[src/storage_protect_map.svh]
`ifndef STORAGE_PROTECT_MAP_SVH
`define STORAGE_PROTECT_MAP_SVH

// ------------------------------------------------------------
// Register byte offsets
// ------------------------------------------------------------
`define SP_OFF_CTRL 12'h000
`define SP_OFF_CARE 12'h004
`define SP_OFF_VALUE 12'h008
`define SP_OFF_STATUS 12'h00c
`define SP_OFF_MASK 12'h010
`define SP_OFF_INFO 12'h014

// ------------------------------------------------------------
// Field positions
// ------------------------------------------------------------
`define SP_CTRL_SEL_EN_BIT 0
`define SP_ST_ILLEGAL_BIT 5
`define SP_ST_FORCE_BIT 6
`define SP_ST_WIDTH 7
`define SP_INFO_CAP_LSB 16

// ------------------------------------------------------------
// Reset values
// ------------------------------------------------------------
`define SP_CTRL_RST 1'b0
`define SP_CARE_RST 15'h0000
`define SP_VALUE_RST 15'h0000
`define SP_MASK_RST 7'h00

// ------------------------------------------------------------
// Address constants (15-bit word addresses)
// ------------------------------------------------------------
`define SP_ADDR_AUTO_LOAD 15'h7fe0
`define SP_ADDR_AUTO_DUMP 15'h7ff0
`define SP_TOP_BLOCK_LSB 5
`define SP_SAVE_LO 15'h0002
`define SP_SAVE_HI 15'h0005
`define SP_SAVE_A 15'h0008
`define SP_SAVE_B 15'h0009
`define SP_CAP_8K 2'h0
`define SP_CAP_16K 2'h1
`define SP_CAP_32K 2'h2

`endif

[src/storage_protect_pkg.sv]
package storage_protect_pkg;

	// Storage request as presented on the address bus
	typedef struct packed {
		logic valid;
		logic write;
		logic [14:0] addr;
	} stor_req_t;

	// Three-state pattern: care bit set means the value bit must match
	typedef struct packed {
		logic [14:0] care;
		logic [14:0] value;
	} pattern_t;

	// Bus data-phase bookkeeping
	typedef struct packed {
		logic wr;
		logic [11:0] addr;
	} bus_phase_t;

endpackage

[src/protect_check.sv]
`include "storage_protect_map.svh"

// Combinational protection decision for one storage address
module protect_check (
	input wire storage_protect_pkg::stor_req_t req, // Raw request
	input wire logic [1:0] cap_sel, // Detected capacity
	input wire storage_protect_pkg::pattern_t pattern, // Selective pattern
	input wire logic sel_active, // Selective protection in force
	input wire logic auto_enter, // Enter-auto-program held
	input wire logic int_seq, // Interrupt sequence running
	output logic [14:0] adj_addr, // Address folded into capacity
	output logic blocked // Write must be suppressed
);
	logic [14:0] cap_mask;
	logic top_hit;
	logic sel_hit;
	logic save_hit;

	// Fold the upper digit down to the installed memory, then test
	always_comb begin
		case (cap_sel)
			`SP_CAP_8K: cap_mask = 15'h1fff;
			`SP_CAP_16K: cap_mask = 15'h3fff;
			default: cap_mask = 15'h7fff;
		endcase
		adj_addr = req.addr & cap_mask;
		// Top 32 words: every bit above the low five is at its capacity maximum
		top_hit = &(adj_addr[14:`SP_TOP_BLOCK_LSB] | ~cap_mask[14:`SP_TOP_BLOCK_LSB]);
		sel_hit = ((adj_addr ^ pattern.value) & pattern.care) == 15'h0000;
		save_hit = int_seq && (((adj_addr >= `SP_SAVE_LO) && (adj_addr <= `SP_SAVE_HI))
			|| (adj_addr == `SP_SAVE_A) || (adj_addr == `SP_SAVE_B));
		blocked = req.valid && req.write && !save_hit
			&& ((top_hit && !auto_enter) || (sel_hit && sel_active));
	end
endmodule

[src/storage_protect.sv]
`include "storage_protect_map.svh"

// Behaviour
// - Protected writes are dropped silently; execution never stops or traps.
// - A blocked write sets the illegal-write flag, shown as status bit 05.
// - Flag clears on master clear, internal clear or a status read.
// - Top 32 words of installed memory are always protected.
// - Every bus address is checked; reads pass, only writes are blocked.
// - Enter-auto-program lifts the top-block protection while held.
// - Fifteen three-state pattern settings, one per address bit.
// - Pattern matches when every one/zero bit agrees; neutral bits match anything.
// - All-neutral pattern with selective protection on protects every address.
// - Console disable turns off selective protection only.
// - During interrupt sequence, 00002-00005, 00010, 00011 are always writable.
// - Auto load forces the program address to 77740.
// - Auto dump forces the program address to 77760.
// - Over-capacity addresses fold their top digit; check uses folded address.
module storage_protect (
	input wire logic hclk, // Bus clock
	input wire logic hresetn, // Async reset, active low
	input wire logic hsel, // Slave select
	input wire logic [11:0] haddr, // Byte address
	input wire logic [1:0] htrans, // Transfer type
	input wire logic hwrite, // Write transfer
	input wire logic [2:0] hsize, // Transfer size, word only
	input wire logic [31:0] hwdata, // Write data
	input wire logic hready, // Bus ready in
	output logic [31:0] hrdata, // Read data
	output logic hreadyout, // Slave ready
	output logic hresp, // Always OKAY
	input wire storage_protect_pkg::stor_req_t stor_in, // Request from requesters
	input wire logic int_seq, // Interrupt sequence in progress
	input wire logic [1:0] cap_sel, // Detected storage capacity
	input wire logic console_disable, // Disable storage protect switch
	input wire logic auto_enter, // Enter auto program switch
	input wire logic auto_load, // Auto load switch
	input wire logic auto_dump, // Auto dump switch
	input wire logic master_clear, // Master clear pulse
	input wire logic internal_clear, // Internal clear pulse
	output storage_protect_pkg::stor_req_t stor_out, // Request passed to storage
	output logic illegal_lamp, // Console indicator
	output logic p_force_valid, // Load program address
	output logic [14:0] p_force_addr, // Forced program address
	output logic irq // Level interrupt
);

	// ------------------------------------------------------------
	// Helpers
	// ------------------------------------------------------------

	// Decodes a bus offset against one register; used by reads and writes
	// Exact compare of all twelve bits, so unmapped offsets fall through
	function automatic logic hit(input logic [11:0] a, input logic [11:0] off);
		hit = (a == off);
	endfunction

	// ------------------------------------------------------------
	// Protection check
	// ------------------------------------------------------------

	// Enable and pattern are kept by the configuration registers below
	logic sel_en;
	storage_protect_pkg::pattern_t pattern;
	logic [14:0] adj_addr;
	logic blocked;
	logic sel_active;

	// Console disable gates the pattern path only; the top block stays guarded
	assign sel_active = sel_en && !console_disable;

	// Decision is combinational so a blocked write never reaches storage
	protect_check u_check (
		.req(stor_in),
		.cap_sel(cap_sel),
		.pattern(pattern),
		.sel_active(sel_active),
		.auto_enter(auto_enter),
		.int_seq(int_seq),
		.adj_addr(adj_addr),
		.blocked(blocked)
	);

	// ------------------------------------------------------------
	// Storage path
	// ------------------------------------------------------------

	storage_protect_pkg::stor_req_t next_stor_out;

	// Blocked writes go out as reads so the cycle still restores the core
	// Trade-off: one cycle of latency buys a clean registered request
	always_comb begin
		next_stor_out.valid = stor_in.valid;
		next_stor_out.write = stor_in.write && !blocked;
		next_stor_out.addr = adj_addr;
	end

	// Register the request handed to storage
	always_ff @(posedge hclk or negedge hresetn) begin
		if (!hresetn) begin
			stor_out <= '0;
		end else begin
			stor_out <= next_stor_out;
		end
	end

	// ------------------------------------------------------------
	// Auto load and auto dump
	// ------------------------------------------------------------

	logic load_q;
	logic dump_q;
	logic next_p_force_valid;
	logic [14:0] next_p_force_addr;
	logic force_evt;

	// Edge detect so a held switch forces the address only once
	// Load wins when both switches rise in the same cycle
	always_comb begin
		next_p_force_valid = 1'b0;
		next_p_force_addr = p_force_addr;
		if (auto_load && !load_q) begin
			next_p_force_valid = 1'b1;
			next_p_force_addr = `SP_ADDR_AUTO_LOAD;
		end else if (auto_dump && !dump_q) begin
			next_p_force_valid = 1'b1;
			next_p_force_addr = `SP_ADDR_AUTO_DUMP;
		end
		force_evt = next_p_force_valid;
	end

	// Switch history resets to the idle level, so reset gives no false edge
	always_ff @(posedge hclk or negedge hresetn) begin
		if (!hresetn) begin
			load_q <= 1'b0;
			dump_q <= 1'b0;
			p_force_valid <= 1'b0;
			p_force_addr <= 15'h0000;
		end else begin
			load_q <= auto_load;
			dump_q <= auto_dump;
			p_force_valid <= next_p_force_valid;
			p_force_addr <= next_p_force_addr;
		end
	end

	// ------------------------------------------------------------
	// Bus slave
	// ------------------------------------------------------------

	// Address-phase fields parked for the data phase that follows
	storage_protect_pkg::bus_phase_t dph;
	storage_protect_pkg::bus_phase_t next_dph;
	logic dph_valid;
	logic next_dph_valid;
	logic take;
	logic rd_take;
	logic [31:0] next_hrdata;
	logic [`SP_ST_WIDTH-1:0] status;
	logic [`SP_ST_WIDTH-1:0] mask;
	logic [14:0] last_blocked;

	// Zero wait states: hreadyout stays high, so every phase is one cycle
	// No error case exists, so the response stays OKAY
	always_comb begin
		take = hsel && htrans[1] && hready;
		rd_take = take && !hwrite;
		next_dph_valid = take && hwrite;
		next_dph.wr = hwrite;
		next_dph.addr = haddr;
		next_hrdata = 32'h0000_0000;
		if (rd_take) begin
			if (hit(haddr, `SP_OFF_CTRL)) begin
				next_hrdata[`SP_CTRL_SEL_EN_BIT] = sel_en;
			end else if (hit(haddr, `SP_OFF_CARE)) begin
				next_hrdata[14:0] = pattern.care;
			end else if (hit(haddr, `SP_OFF_VALUE)) begin
				next_hrdata[14:0] = pattern.value;
			end else if (hit(haddr, `SP_OFF_STATUS)) begin
				// The pre-clear value is returned; the sense clears the flag after
				next_hrdata[`SP_ST_WIDTH-1:0] = status;
			end else if (hit(haddr, `SP_OFF_MASK)) begin
				next_hrdata[`SP_ST_WIDTH-1:0] = mask;
			end else if (hit(haddr, `SP_OFF_INFO)) begin
				// Last blocked folded address and the detected capacity
				next_hrdata[14:0] = last_blocked;
				next_hrdata[`SP_INFO_CAP_LSB+1:`SP_INFO_CAP_LSB] = cap_sel;
			end
		end
	end

	// Ready comes up at the first edge after reset and then stays high
	always_ff @(posedge hclk or negedge hresetn) begin
		if (!hresetn) begin
			dph <= '0;
			dph_valid <= 1'b0;
			hrdata <= 32'h0000_0000;
			hreadyout <= 1'b0;
			hresp <= 1'b0;
		end else begin
			dph <= next_dph;
			dph_valid <= next_dph_valid;
			hrdata <= next_hrdata;
			hreadyout <= 1'b1;
			hresp <= 1'b0;
		end
	end

	// ------------------------------------------------------------
	// Configuration registers
	// ------------------------------------------------------------

	logic next_sel_en;
	storage_protect_pkg::pattern_t next_pattern;
	logic [`SP_ST_WIDTH-1:0] next_mask;

	// Operator settings survive master clear; only power-on reset touches them
	always_comb begin
		next_sel_en = sel_en;
		next_pattern = pattern;
		next_mask = mask;
		// Writes land in the data phase, when hwdata is on the bus
		if (dph_valid && dph.wr) begin
			if (hit(dph.addr, `SP_OFF_CTRL)) begin
				next_sel_en = hwdata[`SP_CTRL_SEL_EN_BIT];
			end
			if (hit(dph.addr, `SP_OFF_CARE)) begin
				next_pattern.care = hwdata[14:0];
			end
			if (hit(dph.addr, `SP_OFF_VALUE)) begin
				next_pattern.value = hwdata[14:0];
			end
			if (hit(dph.addr, `SP_OFF_MASK)) begin
				next_mask = hwdata[`SP_ST_WIDTH-1:0];
			end
		end
	end

	// Power-on reset is the only thing that reloads the operator settings
	always_ff @(posedge hclk or negedge hresetn) begin
		if (!hresetn) begin
			sel_en <= `SP_CTRL_RST;
			pattern.care <= `SP_CARE_RST;
			pattern.value <= `SP_VALUE_RST;
			mask <= `SP_MASK_RST;
		end else begin
			sel_en <= next_sel_en;
			pattern <= next_pattern;
			mask <= next_mask;
		end
	end

	// ------------------------------------------------------------
	// Status, flag and interrupt
	// ------------------------------------------------------------

	logic [`SP_ST_WIDTH-1:0] next_status;
	logic [`SP_ST_WIDTH-1:0] set_bits;
	logic [`SP_ST_WIDTH-1:0] clr_bits;
	logic [14:0] next_last_blocked;
	logic next_illegal_lamp;
	logic next_irq;
	logic sense_clr;
	logic op_clr;

	// Set beats clear, so an illegal write landing on a sense is not lost
	// Bit 6 records an auto load or auto dump start for the program
	always_comb begin
		set_bits = '0;
		set_bits[`SP_ST_ILLEGAL_BIT] = blocked;
		set_bits[`SP_ST_FORCE_BIT] = force_evt;
		clr_bits = '0;
		if (dph_valid && hit(dph.addr, `SP_OFF_STATUS)) begin
			clr_bits = hwdata[`SP_ST_WIDTH-1:0];
		end
		// A status read is the program sensing the flag
		sense_clr = rd_take && hit(haddr, `SP_OFF_STATUS);
		// Console master clear and internal clear touch the flag only
		op_clr = master_clear || internal_clear;
		if (sense_clr) begin
			clr_bits[`SP_ST_ILLEGAL_BIT] = 1'b1;
		end
		if (op_clr) begin
			clr_bits[`SP_ST_ILLEGAL_BIT] = 1'b1;
		end
		next_status = (status & ~clr_bits) | set_bits;
		next_last_blocked = blocked ? adj_addr : last_blocked;
		next_illegal_lamp = next_status[`SP_ST_ILLEGAL_BIT];
		next_irq = |(next_status & mask);
	end

	// Lamp and interrupt come straight from flops, a cycle after the event
	always_ff @(posedge hclk or negedge hresetn) begin
		if (!hresetn) begin
			status <= '0;
			last_blocked <= 15'h0000;
			illegal_lamp <= 1'b0;
			irq <= 1'b0;
		end else begin
			status <= next_status;
			last_blocked <= next_last_blocked;
			illegal_lamp <= next_illegal_lamp;
			irq <= next_irq;
		end
	end

endmodule

[config.mk]
export PLATFORM = sky130hd
export DESIGN_NAME = storage_protect
export DESIGN_NICKNAME = d
export VERILOG_FILES = /design/src/storage_protect_pkg.sv /design/src/protect_check.sv /design/src/storage_protect.sv
export VERILOG_INCLUDE_DIRS = /design/src /design/src/src
export SDC_FILE = /design/constraint.sdc
export NUM_CORES = 1
export LEC_CHECK = 0
export BUFFER_PORTS_ARGS = -buffer_cell sky130_fd_sc_hd__buf_4
export CAP_MARGIN = 25
export CELL_PAD_IN_SITES_DETAIL_PLACEMENT = 1
export CELL_PAD_IN_SITES_GLOBAL_PLACEMENT = 1
export CORE_ASPECT_RATIO = 0.75
export CORE_MARGIN = 3
export CORE_UTILIZATION = 40
export DETAILED_ROUTE_END_ITERATION = 10
export PLACE_DENSITY_LB_ADDON = 0.15
export RECOVER_POWER = 25
export SYNTH_ARGS = -nofsm -noshare
export SYNTH_HDL_FRONTEND = slang
export SYNTH_SLANG_ARGS = --single-unit
[constraint.sdc]
create_clock -name hclk -period 2.9 [get_ports hclk]
set_clock_uncertainty 0.05 [all_clocks]
set_input_delay 0.29 -clock hclk [delete_from_list [all_inputs] [get_ports hclk]]
set_output_delay 0.29 -clock hclk [all_outputs]
set_load 0.02 [all_outputs]
==> summary.md <==
| Metric | Value |
|---|---|
| Outcome | `finished, violations left` |
| Failing checks | `max-capacitance violations, max-slew violations` |
| Max-slew headroom | `-0.347` |
| Setup TNS | `0 ps` |
| Die area | `0.0140 mm²` |
| Reg2Reg Setup Slack | `480 ps` |
| Critical Path Sink Type | `flop` |
| I/O Buffers | `107` |
| EDFF count, synth | `0` |
| # IOs | `149` |
| Core area | `0.0119 mm²` |
| Initial DRC count | `174` |
| Area Overhead vs Synth | `33.9%` |
| Worst Hold Class | `in -> reg` |
| Die H | `103 µm` |
| CTS Root Buffer Type | `clkbuf_16` |
| GP Congestion | `0.789` |
| Share of layout cells above drive strength 1 | `0.344` |
| Worst EP required | `3140 ps` |
| Final hold violation count | `0` |
| Worst-case reg-to-reg path depth | `5` |
| Slew at the pin with the worst max-slew slack | `2020 ps` |
| Hold-fix buffers at CTS | `27` |
| Drt first pass iters | `4` |
| Worst flop-to-flop path endpoint | `irq` |
| Filler cells | `1243` |
| Drt total wl | `14600 µm` |
| Vias in the first global route | `4063` |
| Synthesized instance count | `401` |
| Initial antenna violation count | `0` |
| Largest cells by area after synthesis | `dfrtp_1 57%, mux2_2 11%, buf_4 4.3%, nor2_1 2.9%, mux2i_1 2.8%` |
| Avg WL per Cell | `20.4 µm` |
| Clk_lat worst skew | `410 ps` |
| # clock sinks | `115` |
| FF+latch count, synth | `115` |
| Static leakage | `3.06 nW` |
| Final setup violation count | `0` |
| Sequential area share after synthesis | `0.573` |
| Netlist Area Pre-Place | `0.00502 mm²` |
| TritonCTS Buffers | `17` |
| Fin Hold WS | `38.2 ps` |
| Async SR Flop Fraction | `1.00` |
| Vias | `3696` |
| Worst hold start | `hwdata[4]` |
| Yosys cell types | `56` |
| Antenna diode count | `0` |
| PD cells | `651 mW/mm²` |
| GRT overflow | `0` |
| Peak VDD IR | `0.564 mV` |
| CTS H-Tree Depth | `4` |
| Largest net degree at the start of global routing | `81` |
| Yosys warnings | `0` |
| Avg Inst Size Synth | `12.5 µm²` |
| Post-route DRC | `0` |
| Critical Path Start Type | `input pin` |
| PostCTS Resize Cnt | `0` |
| Final net count | `622` |
| Post CTS Setup Buffer Count | `0` |
| Crit share post-route | `0.900` |
| Max Freq | `383 MHz` |
| Hold Path End | `status[4]` |
| Crit path DAT | `2860 ps` |
| CP Class | `in -> reg` |
| Post-layout min period | `2610 ps` |
| Most used flip-flop cell after synthesis | `dfrtp_1` |
| Final Max Tran Viols | `36` |
| Global Route Usage Sum | `0.218` |
| Initial Util | `0.422` |
| Area leader, netlist | `dfrtp_1` |
| Half-perimeter wire length after placement | `9680 µm` |
| Clk pin slew, worst setup/hold paths | `50 ps` |
| Die Width | `135 µm` |
| Unrepaired setup endpoints after global routing | `no` |
| Placement Rows | `34` |
| Top cell type's share of synthesized area | `0.573` |
| Reg area | `0.00288 mm²` |
| Critical R2R Launch | `dph[11]` |
| Max_cap viols | `1` |
| Via density | `5.15` |
| Detail Route Antenna Nets | `0` |
| Post-synth top cells | `115 x dfrtp_1, 47 x mux2_2, 39 x nor2_1, 29 x buf_4, 16 x a21oi_1` |
| Clock tree buffer depth | `2` |
| First-pass GRT wire length | `22800 µm` |
| Area occupied by multi-input gates | `0.00192 mm²` |
| Count leader, synth | `dfrtp_1` |
| Hold depth | `2` |
| CTS tree | `yes` |
| Crit-path max FO | `11` |
-- worst max path at each step --
stage	start	end
global placement	dph[8]	irq
detailed placement	dph[8]	irq
CTS	stor_in[2]	last_blocked[11]
global route	stor_in[2]	last_blocked[3]
floorplan	pattern[9]	last_blocked[10]
finish	stor_in[3]	last_blocked[11]
-- through the flow --
stage / utilization / std cells / area, µm² / total power [mW] / setup slack, ps
after floorplan: - / 420 / 5100 / 2.01 / 821
after global placement: 0.497 / 658 / 5920 / 2.18 / 588
after detailed placement: 0.497 / 658 / 5920 / 2.20 / 463
after CTS: 0.572 / 717 / 6810 / 4.43 / 420
after global routing: 0.565 / 717 / 6730 / 4.55 / 220
final: 0.565 / 717 / 6730 / 4.38 / 289
-- state kept, by name, indices dropped and copies added (netlist names), 2 cells and up --
register      count
pattern          30
hrdata           17
stor_out         17
last_blocked     15
dph              13
mask              7
status            7
p_force_addr      2
-- layer usage --
layer	global-route usage	wire length, µm	vias to the layer above
li1	-	-	1662
met1	0.298	6540	1897
met2	0.349	7120	121
met3	0.0561	775	16
met4	0.0627	163	0
met5	0	0	-
-- cell type report --
class | count | area share
clock buffer | 20 | 0.0694
clock inverter | 12 | 0.0231
inverter | 6 | 0.00335
multi-input combinational | 258 | 0.286
sequential | 115 | 0.428
tap | 162 | 0.0301
timing repair buffer | 144 | 0.160
-- logic make-up after synthesis --
group,after synthesis,synth area share
other,2,0.00149
AO/OA/AOI/OAI,57,0.0824
AND/OR/NAND/NOR,96,0.102
buffers and inverters,47,0.0593
XOR/XNOR,16,0.0279
flip-flops,115,0.573
multiplexers,68,0.154
-- where the power goes --
part	leakage, nW	internal, mW	total, mW	switching (mW)
clock	0.290	1.42	2.19	0.773
combinational	1.33	0.204	0.420	0.216
sequential	1.43	1.71	1.77	0.0620
-- critical path, stage by stage --
cell and delay, ps:
dlygate4sd3_1 530, clkbuf_1 260, xor2_1 100, o21ai_0 430, o21ai_1 180, o41ai_4 410
buf_4 290, mux2_2 350
-- cell usage in the layout (no fill, tap or decap), types with 4 or more instances in the layout --
cell type and count:
clkbuf_16 17, mux2i_1 14, clkbuf_1 22, mux2_4 7, mux2_2 47, a21oi_1 16, buf_4 87, o21ai_0 7
a22oi_1 12, nor2b_1 6, clkbuf_4 7, xor2_1 14, nand2_1 12, nor3_1 6, inv_1 6, conb_1 21
dfrtp_1 115, clkinvlp_4 5, o22a_1 4, nor2_1 39, dlygate4sd3_1 27
Note: power is estimated with default switching activity, not from simulation.
